[src/design/rtc_csr_consts.svh]
// Behaviour
// RQ1 - Update-pending reads 0 only when no update transfer starts within 244us.
// RQ2 - Update-pending is read-only, ignores reset pin; freeze blocks transfers, forces it 0.
// RQ3 - Oscillator field 010 keeps time; 11x holds the divider; other codes stop.
// RQ4 - First update comes 500ms after the run pattern is written.
// RQ5 - Rate field picks one of 13 taps or none, shared by wave and periodic flag.
// RQ6 - Rate bits are read/write and kept through the reset pin.
// RQ7 - Freeze 0 advances once per second; freeze 1 blocks transfers; only software changes it.
// RQ8 - Periodic enable gates the periodic flag onto the interrupt; reset pin clears it.
// RQ9 - Alarm fires each second three bytes match; 11xxxxxx matches anything; reset clears enable.
// RQ10 - Update-ended enable cleared by reset pin or by freeze going high.
// RQ11 - Square-wave pin toggles at selected rate when enabled, else held low; reset clears.
// RQ12 - Data-format bit selects binary or BCD; changed only by software.
// RQ13 - Hour-format bit selects 24 or 12 hour; read/write, kept through reset.
// RQ14 - Daylight saving: April first Sunday skips to 3:00, October last Sunday repeats 1:00.
// RQ15 - Summary flag is any flag-and-enable pair; while set, interrupt pin is low.
// RQ16 - Periodic flag is set on each selected tap edge, regardless of its enable.
// RQ17 - Alarm flag set on time match; with enable it asserts summary and pin.
// RQ18 - Update-ended flag set after each update cycle; with enable it asserts interrupt.
// RQ19 - Reading the flag register, or the reset pin, clears all flags.
// RQ20 - Low four bits of the flag register read 0 and ignore writes.
// RQ21 - Battery-valid bit is read-only, reset-proof; other seven bits read 0.
// RQ22 - Year 99 to 00 loads century with BCD 20, keeping its top bit.
// RQ23 - Flags stay stable while being read; events during a read post afterwards.
// RQ24 - Periodic rate spans 500ms slowest to 122us fastest.
// RQ25 - After a clearing read the pin releases unless a new enabled flag arrives.
`ifndef RTC_CSR_CONSTS_SVH
`define RTC_CSR_CONSTS_SVH

`define ADDR_OSC_RATE 8'h0A
`define ADDR_MODE 8'h0B
`define ADDR_FLAGS 8'h0C
`define ADDR_BATT 8'h0D
`define ADDR_CENTURY 8'h32

`define BIT_FREEZE 7
`define BIT_PIE 6
`define BIT_AIE 5
`define BIT_UIE 4
`define BIT_SQUARE_WAVE_ENABLE 3
`define BIT_DM 2
`define BIT_HR24 1
`define BIT_DSE 0

`define OSC_RUN 3'b010
`define OSC_RATE_RST 7'h00
`define MODE_RST 8'h00
`define CENTURY_RST 8'h20
`define CENTURY_LOAD 7'h20
`define ALARM_DONT_CARE 2'b11

`define CLK_HZ 200000000
`define OSC_HZ 32768
`define OSC_DIV_DEFAULT ((`CLK_HZ + `OSC_HZ / 2) / `OSC_HZ)
`define UIP_LEAD_US 244
`define UIP_LEAD_TICKS ((`UIP_LEAD_US * `OSC_HZ + 999999) / 1000000)
`define FIRST_UPDATE_MS 500
`define FIRST_UPDATE_TICKS (`FIRST_UPDATE_MS * `OSC_HZ / 1000)
`define CHAIN_TOP 32767

`endif

[src/design/rtc_csr_pkg.sv]
package rtc_csr_pkg;

    typedef struct packed {
        logic [7:0] hour;
        logic [7:0] minute;
        logic [7:0] second;
    } hms_t;

    typedef struct packed {
        logic [7:0] month;
        logic [7:0] date;
        logic [7:0] weekday;
    } cal_t;

    typedef struct packed {
        logic pf;
        logic af;
        logic uf;
    } evt_t;

    typedef struct packed {
        logic as;
        logic ds;
        logic rw;
        logic cs_n;
        logic rst_n;
        logic batt;
    } pin_t;

    typedef enum logic [2:0] {
        BUS_IDLE = 3'b001,
        BUS_READ = 3'b010,
        BUS_WRITE = 3'b100
    } bus_state_t;

endpackage

[src/design/rtc_control_status_regs.sv]
`timescale 1ns/10ps
`include "rtc_csr_consts.svh"

module rtc_control_status_regs
    import rtc_csr_pkg::*;
#(
    parameter int OSC_DIV = `OSC_DIV_DEFAULT
) (
    input wire logic clk,
    input wire logic sys_rst,
    input wire logic as_pin,
    input wire logic ds_pin,
    input wire logic rw_pin,
    input wire logic cs_n,
    input wire logic reset_n,
    input wire logic battery_good,
    input wire logic [7:0] ad_in,
    output logic [7:0] ad_out,
    output logic ad_oe_n,
    output logic irq_n,
    output logic square_wave_pin,
    input wire hms_t time_now,
    input wire hms_t alarm_time,
    input wire cal_t calendar,
    input wire logic year_rollover,
    output logic update_transfer,
    output logic data_format_binary,
    output logic hour_24,
    output logic dst_forward,
    output logic dst_back
);

    // ==========================================================
    // Pin synchronisers
    // ==========================================================
    pin_t pins_raw;
    pin_t pins_meta_r;
    pin_t pins_s_r;
    pin_t pins_prev_r;
    logic [7:0] ad_meta_r;
    logic [7:0] ad_s_r;

    assign pins_raw = '{as: as_pin, ds: ds_pin, rw: rw_pin, cs_n: cs_n,
                        rst_n: reset_n, batt: battery_good};

    always_ff @(posedge clk) begin
        if (sys_rst) begin
            pins_meta_r <= '{as: 1'b0, ds: 1'b0, rw: 1'b1, cs_n: 1'b1, rst_n: 1'b1, batt: 1'b1};
            pins_s_r <= '{as: 1'b0, ds: 1'b0, rw: 1'b1, cs_n: 1'b1, rst_n: 1'b1, batt: 1'b1};
            pins_prev_r <= '{as: 1'b0, ds: 1'b0, rw: 1'b1, cs_n: 1'b1, rst_n: 1'b1, batt: 1'b1};
            ad_meta_r <= 8'h00;
            ad_s_r <= 8'h00;
        end else begin
            pins_meta_r <= pins_raw;
            pins_s_r <= pins_meta_r;
            pins_prev_r <= pins_s_r;
            ad_meta_r <= ad_in;
            ad_s_r <= ad_meta_r;
        end
    end

    logic as_fall;
    logic ds_rise;
    logic ds_fall;
    logic pin_reset;

    assign as_fall = pins_prev_r.as & ~pins_s_r.as;
    assign ds_rise = ~pins_prev_r.ds & pins_s_r.ds;
    assign ds_fall = pins_prev_r.ds & ~pins_s_r.ds;
    assign pin_reset = ~pins_s_r.rst_n;

    // ==========================================================
    // Multiplexed bus cycle
    // ==========================================================
    bus_state_t bus_r, bus_nxt;
    logic [7:0] addr_r, addr_nxt;
    logic [7:0] ad_out_r, ad_out_nxt;
    logic wr_stb;
    logic flags_read_done;
    logic [7:0] rd_mux;

    always_comb begin
        bus_nxt = bus_r;
        addr_nxt = addr_r;
        ad_out_nxt = 8'h00;
        wr_stb = 1'b0;
        flags_read_done = 1'b0;
        if (as_fall) begin
            addr_nxt = ad_s_r;
        end
        unique case (bus_r)
            BUS_IDLE: begin
                if (ds_rise && !pins_s_r.cs_n) begin
                    bus_nxt = pins_s_r.rw ? BUS_READ : BUS_WRITE;
                    ad_out_nxt = rd_mux;
                end
            end
            BUS_READ: begin
                ad_out_nxt = rd_mux;
                if (ds_fall) begin
                    bus_nxt = BUS_IDLE;
                    flags_read_done = (addr_r == `ADDR_FLAGS); // RQ19
                end
            end
            BUS_WRITE: begin
                if (ds_fall) begin
                    bus_nxt = BUS_IDLE;
                    wr_stb = 1'b1;
                end
            end
            default: begin
                bus_nxt = BUS_IDLE;
            end
        endcase
    end

    always_ff @(posedge clk) begin
        if (sys_rst) begin
            bus_r <= BUS_IDLE;
            addr_r <= 8'h00;
            ad_out_r <= 8'h00;
        end else begin
            bus_r <= bus_nxt;
            addr_r <= addr_nxt;
            ad_out_r <= ad_out_nxt;
        end
    end

    assign ad_out = ad_out_r;
    assign ad_oe_n = (bus_r != BUS_READ);

    // ==========================================================
    // Oscillator tick and 15-stage divider chain
    // ==========================================================
    logic [12:0] osc_cnt_r, osc_cnt_nxt;
    logic [14:0] chain_r, chain_nxt;
    logic osc_tick;
    logic [6:0] osc_rate_r;
    logic [7:0] mode_r;
    logic chain_run;
    logic update_cycle;
    logic update_pending;

    assign osc_tick = (osc_cnt_r == 13'(OSC_DIV - 1));
    assign chain_run = (osc_rate_r[6:4] == `OSC_RUN); // RQ3

    always_comb begin
        osc_cnt_nxt = osc_tick ? 13'h0000 : osc_cnt_r + 13'h0001;
        // Held chain parks half a second short of the rollover
        chain_nxt = 15'(`CHAIN_TOP + 1 - `FIRST_UPDATE_TICKS); // RQ4
        if (chain_run) begin
            chain_nxt = osc_tick ? chain_r + 15'h0001 : chain_r;
        end
    end

    always_ff @(posedge clk) begin
        if (sys_rst) begin
            osc_cnt_r <= 13'h0000;
            chain_r <= 15'(`CHAIN_TOP + 1 - `FIRST_UPDATE_TICKS);
        end else begin
            osc_cnt_r <= osc_cnt_nxt;
            chain_r <= chain_nxt;
        end
    end

    // Internal count advances every second even while frozen
    assign update_cycle = chain_run && osc_tick && (chain_r == 15'(`CHAIN_TOP)); // RQ7
    // One tick of margin so a zero read always leaves the full lead time
    assign update_pending = chain_run && !mode_r[`BIT_FREEZE] &&
        (chain_r >= 15'(`CHAIN_TOP - `UIP_LEAD_TICKS)); // RQ1 RQ2

    // ==========================================================
    // Rate tap selection
    // ==========================================================
    logic [3:0] rate_sel;
    logic [3:0] tap_idx;
    logic tap_bit;
    logic tap_prev_r;
    logic sqw_r, sqw_nxt;
    logic pf_event;

    assign rate_sel = osc_rate_r[3:0];

    always_comb begin
        // Codes 1 and 2 repeat the 256 Hz and 128 Hz taps
        unique case (rate_sel)
            4'h1: tap_idx = 4'h6;
            4'h2: tap_idx = 4'h7;
            default: tap_idx = rate_sel - 4'h2; // RQ5 RQ24
        endcase
        tap_bit = (rate_sel != 4'h0) && chain_r[tap_idx];
        sqw_nxt = mode_r[`BIT_SQUARE_WAVE_ENABLE] && tap_bit; // RQ11
    end

    assign pf_event = tap_bit && !tap_prev_r; // RQ16

    always_ff @(posedge clk) begin
        if (sys_rst) begin
            tap_prev_r <= 1'b0;
            sqw_r <= 1'b0;
        end else begin
            tap_prev_r <= tap_bit;
            sqw_r <= sqw_nxt;
        end
    end

    assign square_wave_pin = sqw_r;

    // ==========================================================
    // Control registers and century
    // ==========================================================
    logic [6:0] osc_rate_nxt;
    logic [7:0] mode_nxt;
    logic [7:0] century_r, century_nxt;

    always_comb begin
        osc_rate_nxt = osc_rate_r;
        mode_nxt = mode_r;
        century_nxt = century_r;
        if (wr_stb && addr_r == `ADDR_OSC_RATE) begin
            osc_rate_nxt = ad_s_r[6:0]; // RQ3 RQ6
        end
        if (wr_stb && addr_r == `ADDR_MODE) begin
            mode_nxt = ad_s_r; // RQ12 RQ13
            if (ad_s_r[`BIT_FREEZE] && !mode_r[`BIT_FREEZE]) begin
                mode_nxt[`BIT_UIE] = 1'b0; // RQ10
            end
        end
        if (year_rollover) begin
            century_nxt = {century_r[7], `CENTURY_LOAD}; // RQ22
        end
        if (wr_stb && addr_r == `ADDR_CENTURY) begin
            century_nxt = ad_s_r;
        end
        if (pin_reset) begin
            mode_nxt[`BIT_PIE] = 1'b0; // RQ8
            mode_nxt[`BIT_AIE] = 1'b0; // RQ9
            mode_nxt[`BIT_UIE] = 1'b0; // RQ10
            mode_nxt[`BIT_SQUARE_WAVE_ENABLE] = 1'b0; // RQ11
        end
    end

    always_ff @(posedge clk) begin
        if (sys_rst) begin
            osc_rate_r <= `OSC_RATE_RST;
            mode_r <= `MODE_RST;
            century_r <= `CENTURY_RST;
        end else begin
            osc_rate_r <= osc_rate_nxt;
            mode_r <= mode_nxt;
            century_r <= century_nxt;
        end
    end

    assign data_format_binary = mode_r[`BIT_DM];
    assign hour_24 = mode_r[`BIT_HR24];

    // ==========================================================
    // Alarm match
    // ==========================================================
    logic [2:0] byte_hit;
    logic af_event;

    for (genvar i = 0; i < 3; i++) begin : g_alarm
        assign byte_hit[i] = (alarm_time[8*i+6 +: 2] == `ALARM_DONT_CARE) ||
            (alarm_time[8*i +: 8] == time_now[8*i +: 8]); // RQ9
    end

    assign af_event = update_cycle && (&byte_hit); // RQ17

    // ==========================================================
    // Event flags and interrupt
    // ==========================================================
    evt_t flags_r, flags_nxt;
    evt_t pend_r, pend_nxt;
    evt_t events;
    logic flags_busy;
    logic irq_summary_flag;
    logic irq_n_r;

    assign events = '{pf: pf_event, af: af_event, uf: update_cycle}; // RQ18
    assign flags_busy = (bus_r == BUS_READ) && (addr_r == `ADDR_FLAGS);

    always_comb begin
        flags_nxt = flags_r;
        pend_nxt = pend_r;
        if (pin_reset) begin
            flags_nxt = '0; // RQ19
            pend_nxt = '0;
        end else if (flags_busy) begin
            // Hold flags steady for the reader; park new events
            pend_nxt = pend_r | events; // RQ23
            if (flags_read_done) begin
                flags_nxt = pend_r | events; // RQ19 RQ23
                pend_nxt = '0;
            end
        end else begin
            flags_nxt = flags_r | pend_r | events;
            pend_nxt = '0;
        end
    end

    assign irq_summary_flag = (flags_r.pf && mode_r[`BIT_PIE]) ||
        (flags_r.af && mode_r[`BIT_AIE]) ||
        (flags_r.uf && mode_r[`BIT_UIE]); // RQ15 RQ17 RQ18

    always_ff @(posedge clk) begin
        if (sys_rst) begin
            flags_r <= '0;
            pend_r <= '0;
            irq_n_r <= 1'b1;
        end else begin
            flags_r <= flags_nxt;
            pend_r <= pend_nxt;
            irq_n_r <= !irq_summary_flag; // RQ15 RQ25
        end
    end

    assign irq_n = irq_n_r;

    // ==========================================================
    // Read data
    // ==========================================================
    always_comb begin
        unique case (addr_r)
            `ADDR_OSC_RATE: rd_mux = {update_pending, osc_rate_r}; // RQ2 RQ6
            `ADDR_MODE: rd_mux = mode_r;
            `ADDR_FLAGS: rd_mux = {irq_summary_flag, flags_r, 4'h0}; // RQ20
            `ADDR_BATT: rd_mux = {pins_s_r.batt, 7'h00}; // RQ21
            `ADDR_CENTURY: rd_mux = century_r;
            default: rd_mux = 8'h00;
        endcase
    end

    // ==========================================================
    // Update transfer and daylight saving
    // ==========================================================
    logic xfer_r, xfer_nxt;
    logic fwd_day_r, fwd_day_nxt;
    logic back_day_r, back_day_nxt;
    logic fwd_r, fwd_nxt;
    logic back_r, back_nxt;
    logic at_midnight;
    logic at_two;
    logic is_sunday;
    logic april_first;
    logic october_last;

    always_comb begin
        at_midnight = (time_now.second == 8'h00) && (time_now.minute == 8'h00) &&
            (mode_r[`BIT_HR24] ? (time_now.hour == 8'h00) :
             (time_now.hour == (mode_r[`BIT_DM] ? 8'h0C : 8'h12)));
        at_two = (time_now.second == 8'h00) && (time_now.minute == 8'h00) &&
            (time_now.hour == 8'h02);
        is_sunday = (calendar.weekday == 8'h01);
        april_first = is_sunday && (calendar.month == 8'h04) && (calendar.date <= 8'h07);
        october_last = is_sunday &&
            (calendar.month == (mode_r[`BIT_DM] ? 8'h0A : 8'h10)) &&
            (calendar.date >= (mode_r[`BIT_DM] ? 8'h19 : 8'h25));
        xfer_nxt = update_cycle && !mode_r[`BIT_FREEZE]; // RQ2 RQ7
        fwd_day_nxt = fwd_day_r;
        back_day_nxt = back_day_r;
        fwd_nxt = 1'b0;
        back_nxt = 1'b0;
        if (update_cycle && at_midnight) begin
            // Sunday test happens only here
            fwd_day_nxt = mode_r[`BIT_DSE] && april_first; // RQ14
            back_day_nxt = mode_r[`BIT_DSE] && october_last; // RQ14
        end else if (update_cycle && at_two && mode_r[`BIT_DSE]) begin
            fwd_nxt = fwd_day_r; // RQ14
            back_nxt = back_day_r;
            // Repeat the hour only once
            back_day_nxt = 1'b0; // RQ14
        end
    end

    always_ff @(posedge clk) begin
        if (sys_rst) begin
            xfer_r <= 1'b0;
            fwd_day_r <= 1'b0;
            back_day_r <= 1'b0;
            fwd_r <= 1'b0;
            back_r <= 1'b0;
        end else begin
            xfer_r <= xfer_nxt;
            fwd_day_r <= fwd_day_nxt;
            back_day_r <= back_day_nxt;
            fwd_r <= fwd_nxt;
            back_r <= back_nxt;
        end
    end

    assign update_transfer = xfer_r;
    assign dst_forward = fwd_r;
    assign dst_back = back_r;

endmodule

[config.mk]
export PLATFORM = sky130hd
export DESIGN_NAME = rtc_control_status_regs
export DESIGN_NICKNAME = d
export VERILOG_FILES = /design/src/design/rtc_csr_pkg.sv /design/src/design/rtc_control_status_regs.sv
export VERILOG_INCLUDE_DIRS = /design/src /design/src/design
export SDC_FILE = /design/constraint.sdc
export NUM_CORES = 1
export LEC_CHECK = 0
export BUFFER_PORTS_ARGS = -buffer_cell sky130_fd_sc_hd__buf_2
export CAP_MARGIN = 20
export CORE_MARGIN = 3
export CORE_UTILIZATION = 40
export DETAILED_ROUTE_END_ITERATION = 8
export GPL_ROUTABILITY_DRIVEN = 0
export PLACE_DENSITY = 0.71
export SYNTH_ARGS = -nofsm -noshare
export SYNTH_HDL_FRONTEND = slang
export SYNTH_SLANG_ARGS = --single-unit
[constraint.sdc]
create_clock -name clk -period 6.2 [get_ports clk]
set_input_delay 0.62 -clock clk [delete_from_list [all_inputs] [get_ports clk]]
set_output_delay 0.62 -clock clk [all_outputs]
set_load 0.1 [all_outputs]
==> out/summary.log, run 1 <==
qor: run_status.outcome completed
qor: critical_path.worstSetupEndpointType register
qor: timing.fin_setup_tns 0 ns
qor: power_and_ir_drop.total_leakage_power 2.481 nW
qor: floorplan.die-width 120.5 um
qor: critical_path.timing.reg2reg.worst_path_depth 8
qor: critical_path.critical_path.top_delay_family compound AO/OA/AOI/OAI gates
qor: cts.cts_tree built
qor: detailed_routing.detail_route.vias_per_cell 5.282
qor: cts.numClockSinks 114
qor: critical_path.critical_path.reg2reg.startpoint osc_rate_r[1]
qor: cts.clock_insertion_delay_worst_skew 0.41 ns
qor: cts.cts_setup_buffers 0
qor: cts.postCtsResizedCells 0
qor: cts.holdBufCountCts 0
qor: timing.maxClockFrequency 0.3445 GHz
qor: critical_path.regToRegEndpoint flags_r[2]
qor: grt.grt_antenna_before_repair 0
qor: synth.ys_types 64
qor: detailed_routing.antenna_violating_nets_post_route 0
qor: min_path.hold-path-endpoint pins_meta_r[0]
qor: timing.fin_crit_sh 0.4682
qor: critical_path.worst-path-buf-inv 2
qor: synth.mappedNetlistArea 0.005243 mm^2
qor: grt.overflow 0
qor: detailed_routing.drt-wirelength-per-cell 14.62 um
qor: detailed_routing.routed_wire_length 12,760 um
qor: grt.grt_util_all_layers 0.1798
qor: cts.htree_num_levels 4
qor: placement.dpl.hpwl 9201 um
qor: timing.worst_hold_margin 0.3979 ns
qor: synth.synth_edf_count 0
qor: finish.layout-drive-gt1-share 0.2382
qor: finish.insertedDiodeCount 0
qor: placement.dp_slack 3.508 ns
qor: run.drv.max_cap_violation_count 0
qor: synth.ys_async_sr_fraction 0
qor: finish.layout.cells.most_common sky130_fd_sc_hd__dfxtp_1
qor: timing.layout_min_cycle_time 2.903 ns
qor: critical_path.worst_setup_path_class register to register
qor: detailed_routing.drc_violation_count_after_routing 0
qor: cts.ctsRootBufferMaster sky130_fd_sc_hd__clkbuf_16
qor: placement.post-place-cells 841
qor: critical_path.crit_slowest_cell sky130_fd_sc_hd__a2111oi_0
qor: cts.cts_buffers 17
qor: timing.finalWorstSetupSlack 3.297 ns
qor: timing.unrepaired_setup_endpoints_after_global_routing false
qor: critical_path.start_kind register
qor: floorplan.rows 41
qor: timing.final-hold-violation-count 0
qor: grt.grt_pass1_vias 4,549
qor: synth.synth-main-ff-cell sky130_fd_sc_hd__dfxtp_1
qor: finish.area_delta_synth_final 22.77%
qor: floorplan.start_util 0.4121
qor: placement.io_buffers 104
qor: timing.timing.final.setup_violations 0
qor: timing.worst_slew_pin_slew 0.8914 ns
qor: grt.global_route_wire_length_before_repair 21,400 um
qor: synth.ys_warn_count 0
qor: min_path.worst_hold_path_type primary input to register
qor: min_path.worst_hold_path_stage_count 2
qor: timing.timing.final.max_slew_violations 0
qor: grt.maximum_number_of_pins_on_one_net_before_global_route_repair 72
qor: timing.finalClockSkew 0.01048 ns
qor: detailed_routing.detailroute.via_count 4,611
qor: finish.post_layout_nonfiller_instances 873
qor: power_and_ir_drop.max-vdd-ir-drop 159.3 uV
qor: synth.yosys_register_bits 114
qor: critical_path.reg2reg_slack 3.30 ns
qor: critical_path.critPathMaxStageDelay 0.66 ns
qor: min_path.min_from battery_good
qor: cts.ctsLongestPathBuffers 2
qor: floorplan.coreArea 0.01272 mm^2
qor: detailed_routing.drt_iter0_drc 323
qor: floorplan.io_pins 105
qor: power_and_ir_drop.power_per_cell_area 266.3 mW/mm^2
qor: synth.syn-instance-count 586
qor: synth.syn_nets 682
qor: cts.clkSlewWorstSetupHoldPaths 0.05 ns
qor: floorplan.floorplan.die.height 120.5 um
qor: timing.worst_slew_margin_rel 0.4045
qor: power_and_ir_drop.post-layout-total-power 1.714 mW
qor: floorplan.die_area 0.01452 mm^2
qor: critical_path.crit_path_cell_trace inv_1 -> ha_1 -> inv_1 -> a21oi_1 -> a2111oi_0 -> o221ai_1 -> a21oi_1 -> o221a_2
qor: critical_path.cp_data_arrival_time 3.25 ns
qor: finish.most-common-layout-cells 114 x sky130_fd_sc_hd__dfxtp_1, 104 x sky130_fd_sc_hd__buf_2, 72 x sky130_fd_sc_hd__nor2_1, 34 x sky130_fd_sc_hd__nand2_1, 34 x sky130_fd_sc_hd__a21oi_1
qor: synth.register_area_share_after_synthesis 0.4353
qor: detailed_routing.drtPass1Iterations 6
qor: critical_path.timing.critical_path.required 6.55 ns
qor: finish.number_of_nets_at_the_end_of_the_flow 784
qor: synth.synth.avg_cell_area 8.946 um^2
qor: critical_path.critPathMaxFanout 17
[cell usage after synthesis (2+ instances only)]
cell type / number / area share
sky130_fd_sc_hd__nor4bb_1: 3 / 0.0057
sky130_fd_sc_hd__nand2b_1: 5 / 0.0060
sky130_fd_sc_hd__a21o_1: 3 / 0.0043
sky130_fd_sc_hd__or3b_2: 2 / 0.0033
sky130_fd_sc_hd__clkbuf_1: 17 / 0.012
sky130_fd_sc_hd__and4_2: 2 / 0.0038
sky130_fd_sc_hd__and4b_1: 2 / 0.0038
sky130_fd_sc_hd__dfxtp_1: 114 / 0.44
sky130_fd_sc_hd__nor4b_1: 2 / 0.0033
sky130_fd_sc_hd__inv_1: 11 / 0.0079
sky130_fd_sc_hd__xor2_1: 15 / 0.025
sky130_fd_sc_hd__ha_1: 7 / 0.017
sky130_fd_sc_hd__o221a_2: 2 / 0.0043
sky130_fd_sc_hd__nor3b_1: 10 / 0.014
sky130_fd_sc_hd__nor4_1: 10 / 0.012
sky130_fd_sc_hd__nor2b_1: 28 / 0.033
sky130_fd_sc_hd__a31oi_1: 3 / 0.0036
sky130_fd_sc_hd__and2_1: 7 / 0.0084
sky130_fd_sc_hd__or2_2: 12 / 0.014
sky130_fd_sc_hd__or3_1: 3 / 0.0036
sky130_fd_sc_hd__nand4b_1: 2 / 0.0033
sky130_fd_sc_hd__buf_1: 3 / 0.0021
sky130_fd_sc_hd__or3_2: 2 / 0.0029
sky130_fd_sc_hd__a211oi_1: 2 / 0.0029
sky130_fd_sc_hd__a22oi_1: 3 / 0.0043
sky130_fd_sc_hd__o21ai_0: 20 / 0.019
sky130_fd_sc_hd__o211ai_1: 2 / 0.0029
sky130_fd_sc_hd__a222oi_1: 6 / 0.011
sky130_fd_sc_hd__o21bai_1: 2 / 0.0029
sky130_fd_sc_hd__o21a_1: 4 / 0.0057
sky130_fd_sc_hd__nor3_1: 15 / 0.014
sky130_fd_sc_hd__nor2_1: 72 / 0.052
sky130_fd_sc_hd__a21oi_1: 34 / 0.032
sky130_fd_sc_hd__mux2i_1: 25 / 0.048
sky130_fd_sc_hd__or4b_2: 2 / 0.0038
sky130_fd_sc_hd__and3_1: 8 / 0.0095
sky130_fd_sc_hd__a311oi_1: 2 / 0.0033
sky130_fd_sc_hd__a221oi_1: 4 / 0.0067
sky130_fd_sc_hd__nand4_1: 12 / 0.014
sky130_fd_sc_hd__nand2_1: 34 / 0.024
sky130_fd_sc_hd__xnor2_1: 33 / 0.055
sky130_fd_sc_hd__nand3_1: 19 / 0.018
[worst max-delay path by stage]
stage,cells after the start,endpoint,from
floorplan,7,back_day_r,mode_r[2]
global placement,4,chain_r[14],sys_rst
detailed placement,8,flags_r[2],osc_rate_r[1]
CTS,8,flags_r[2],osc_rate_r[1]
global route,8,flags_r[2],osc_rate_r[1]
finish,8,flags_r[2],osc_rate_r[1]
[sequential cells by signal, indices dropped and copies added (netlist names), 7 cells and up]
signal      flops
mode_r          8
osc_rate_r      7
ad_s_r          8
chain_r        15
ad_out          8
century_r       8
ad_meta_r       8
addr_r          8
osc_cnt_r      13
[worst reg2reg max path, delay by kind of cell, from the launching register on]
| kind | cells | cell delay [ns] |
|---|---|---|
| flip-flops | 1 | 0.65 |
| adder cells (fa/ha/maj) | 1 | 0.42 |
| buffers and inverters | 2 | 0.39 |
| AO/OA/AOI/OAI | 5 | 1.39 |
[per-stage QoR]
stage            util  instance area (um^2)
6_report       0.5059                  6436
5_1_grt        0.5059                  6436
3_3_place_gp   0.4628                  5888
3_5_place_dp   0.4628                  5888
2_1_floorplan       -                  5243
4_1_cts        0.5059                  6436
[final cells by class]
class                           count  area, um^2
Clock inverter                     14       108.9
Multi-Input combinational cell    438        2814
Clock buffer                       18       439.2
Tap cell                          172       215.2
Inverter                           11       41.29
Timing Repair Buffer              106       535.5
Fill cell                        1212        6286
Sequential cell                   114        2282
[kinds of logic (layout without fill, tap and decap cells)]
group / after synthesis / count (layout) / synth area share
compound gates: 94 / 94 / 0.1146
xor+xnor: 48 / 48 / 0.08019
mux: 25 / 25 / 0.04773
fa+ha+maj: 7 / 7 / 0.01671
simple gates: 264 / 264 / 0.2776
buf+inv: 34 / 149 / 0.02792
flops: 114 / 114 / 0.4353
[power by group]
part | internal [mW] | switching [mW]
Sequential | 0.744 | 0.00772
Clock | 0.525 | 0.356
Combinational | 0.0435 | 0.0383
Total | 1.31 | 0.402
[routing by layer]
metal / GRT usage / wire (um) / up-vias / part of all wire
li1: - / - / 2295 / -
met4: 0.07295 / 259 / 0 / 0.020
met5: 0 / 0 / - / 0
met3: 0.03976 / 935 / 26 / 0.073
met1: 0.2267 / 5437 / 2110 / 0.43
met2: 0.2986 / 6127 / 180 / 0.48
(Power assumes the default switching activity.)
==> inputs of run 2 (changes only) <==
PLACE_DENSITY = 0.73   (was 0.71)
clock period = 2.5 ns   (was 6.2 ns; I/O delays follow)
==> out/summary.log, run 2 (synthesis results as in run 1) <==
qor: floorplan.rows 41 [unchanged]
qor: grt.grt_pass1_vias 4,561 [was 4,549]
qor: critical_path.worst_setup_path_class register to register [unchanged]
qor: critical_path.critPathMaxStageDelay 0.59 ns [was 0.66 ns]
qor: critical_path.crit_path_cell_trace ha_2 -> nand2_1 -> or4_4 -> nor3_4 -> nand3_2 -> or4b_1 -> a21oi_1 [was inv_1 -> ha_1 -> inv_1 -> a21oi_1 -> a2111oi_0 -> o221ai_1 -> a21oi_1 -> o221a_2]
qor: detailed_routing.drt_iter0_drc 396 [was 323]
qor: floorplan.coreArea 0.01272 mm^2 [unchanged]
qor: detailed_routing.drc_violation_count_after_routing 0 [unchanged]
qor: cts.ctsLongestPathBuffers 2 [unchanged]
qor: timing.layout_min_cycle_time 2.330 ns [was 2.903 ns]
qor: cts.cts_tree built [unchanged]
qor: min_path.worst_hold_path_type primary input to register [unchanged]
qor: detailed_routing.detailroute.via_count 4,740 [was 4,611]
qor: timing.worst_hold_margin 0.01960 ns [was 0.3979 ns]
qor: detailed_routing.routed_wire_length 12,840 um [was 12,760 um]
qor: finish.area_delta_synth_final 24.42% [was 22.77%]
qor: finish.insertedDiodeCount 0 [unchanged]
qor: timing.timing.final.setup_violations 0 [unchanged]
qor: power_and_ir_drop.total_leakage_power 2.531 nW [was 2.481 nW]
qor: run.drv.max_cap_violation_count 0 [unchanged]
qor: detailed_routing.drtPass1Iterations 7 [was 6]
qor: cts.clock_insertion_delay_worst_skew 0.41 ns [about the same]
qor: floorplan.die_area 0.01452 mm^2 [unchanged]
qor: floorplan.die-width 120.5 um [unchanged]
qor: detailed_routing.antenna_violating_nets_post_route 0 [unchanged]
qor: min_path.min_from cs_n [was battery_good]
qor: timing.fin_setup_tns 0 ns [unchanged]
qor: run_status.outcome completed [unchanged]
qor: grt.global_route_wire_length_before_repair 20,970 um [was 21,400 um]
qor: timing.unrepaired_setup_endpoints_after_global_routing false [unchanged]
qor: finish.most-common-layout-cells 114 x sky130_fd_sc_hd__dfxtp_1, 104 x sky130_fd_sc_hd__buf_2, 72 x sky130_fd_sc_hd__nor2_1, 34 x sky130_fd_sc_hd__nand2_1, 34 x sky130_fd_sc_hd__a21oi_1 [unchanged]
qor: power_and_ir_drop.post-layout-total-power 4.294 mW [was 1.714 mW]
qor: finish.multi_input_area 0.002823 mm^2 [was 0.002814 mm^2]
qor: finish.largest_register_ffs 15 [unchanged]
qor: timing.maxClockFrequency 0.4291 GHz [was 0.3445 GHz]
qor: critical_path.cp_data_arrival_time 2.66 ns [was 3.25 ns]
qor: power_and_ir_drop.power_per_cell_area 658.4 mW/mm^2 [was 266.3 mW/mm^2]
qor: critical_path.timing.critical_path.required 2.83 ns [was 6.55 ns]
qor: cts.cts_buffers 17 [unchanged]
qor: critical_path.critPathMaxFanout 5 [was 17]
qor: timing.fin_crit_sh 0.9322 [was 0.4682]
qor: floorplan.floorplan.die.height 120.5 um [unchanged]
qor: finish.largest_register chain_r [unchanged]
qor: placement.dpl.hpwl 9342 um [was 9201 um]
qor: timing.finalClockSkew 0.007271 ns [was 0.01048 ns]
qor: finish.layout.area.seq 0.002282 mm^2 [unchanged]
qor: finish.post_layout_nonfiller_instances 882 [was 873]
qor: detailed_routing.drt-wirelength-per-cell 14.56 um [was 14.62 um]
qor: finish.finalInstanceArea 0.006523 mm^2 [was 0.006436 mm^2]
qor: timing.worst_slew_pin_slew 0.8534 ns [was 0.8914 ns]
qor: timing.final-hold-violation-count 0 [unchanged]
qor: grt.grt_antenna_before_repair 0 [unchanged]
qor: placement.placedInstanceArea 0.005956 mm^2 [was 0.005888 mm^2]
qor: power_and_ir_drop.max-vdd-ir-drop 387.1 uV [was 159.3 uV]
qor: finish.registers_with_the_most_flip_flops chain_r: 15 flops, osc_cnt_r: 13 flops [unchanged]
qor: floorplan.io_pins 105 [unchanged]
qor: placement.post-place-cells 850 [was 841]
qor: critical_path.critical_path.reg2reg.startpoint osc_cnt_r[0] [was osc_rate_r[1]]
qor: finish.filler_cell_count 1,165 [was 1,212]
qor: grt.grt_util_all_layers 0.1755 [was 0.1798]
qor: timing.timing.final.max_slew_violations 0 [unchanged]
qor: finish.layout.cells.most_common sky130_fd_sc_hd__dfxtp_1 [unchanged]
qor: detailed_routing.detail_route.vias_per_cell 5.374 [was 5.282]
qor: cts.holdBufCountCts 0 [unchanged]
qor: cts.numClockSinks 114 [unchanged]
qor: critical_path.crit_slowest_cell sky130_fd_sc_hd__or4_4 [was sky130_fd_sc_hd__a2111oi_0]
qor: finish.number_of_nets_at_the_end_of_the_flow 793 [was 784]
qor: critical_path.worstSetupEndpointType register [unchanged]
qor: cts.ctsRootBufferMaster sky130_fd_sc_hd__clkbuf_16 [unchanged]
qor: grt.maximum_number_of_pins_on_one_net_before_global_route_repair 71 [was 72]
qor: critical_path.crit_path_start osc_cnt_r[0] [was osc_rate_r[1]]
qor: finish.layout-drive-gt1-share 0.2507 [was 0.2382]
qor: floorplan.start_util 0.4121 [unchanged]
qor: placement.io_buffers 104 [unchanged]
qor: timing.worst_slew_margin_rel 0.4299 [was 0.4045]
qor: critical_path.start_kind register [unchanged]
qor: finish.finalCoreUtilization 0.5127 [was 0.5059]
qor: cts.clkSlewWorstSetupHoldPaths 0.06 ns [was 0.05 ns]
qor: placement.dp_slack 0.02943 ns [was 3.508 ns]
qor: timing.finalWorstSetupSlack 0.1696 ns [was 3.297 ns]
qor: grt.overflow 0 [unchanged]
qor: cts.htree_num_levels 4 [unchanged]
run 2: changes by cell type in the layout (fill, tap and decap cells not counted), sizes merged:
| cell | before | now |
|---|---|---|
| buf | 106 | 115 |
| clkinv | 9 | 4 |
| inv | 14 | 19 |
run 2: area by class of cell:
class / instances / share of cell area
Clock inverter: 14 / 0.01822
Clock buffer: 18 / 0.06733
Sequential cell: 114 / 0.3499
Multi-Input combinational cell: 438 / 0.4328
Tap cell: 172 / 0.03299
Inverter: 11 / 0.006330
Timing Repair Buffer: 115 / 0.09246
run 2: what timing repair did:
action | 4_1_cts | 5_1_grt
buffers inserted | 0 | 0
resized for setup | 0 | 3
endpoints found under the setup margin | 0 | 5
run 2: worst max-delay path: cells and delay by family, from the launching register on:
kind	cells	cell delay [ns]
compound gates	1	0.15
simple gates	5	1.48
flops	1	0.40
fa+ha+maj	1	0.24
run 2: path summary, 6_finish.rpt:
check                    to  depth (start not counted)  slack (ns)
min reg2reg     pins_s_r[1]                          1        0.41
min          pins_meta_r[2]                          2        0.02
max reg2reg      back_day_r                          7        0.17
max              back_day_r                          7        0.17
run 2: power breakdown:
group | leakage [nW] | switching (mW) | total [mW] | internal, mW
clock network | 0.271 | 0.906 | 2.23 | 1.32
registers | 0.925 | 0.0187 | 1.86 | 1.84
logic | 1.33 | 0.0955 | 0.204 | 0.108
run 2: per-layer routing:
| layer | vias up | global-route usage | part of all wire |
|---|---|---|---|
| li1 | 2299 | - | - |
| met1 | 2207 | 0.2221 | 0.44 |
| met5 | - | 0 | 0 |
| met3 | 33 | 0.04630 | 0.081 |
| met4 | 0 | 0.05241 | 0.018 |
| met2 | 201 | 0.2941 | 0.46 |
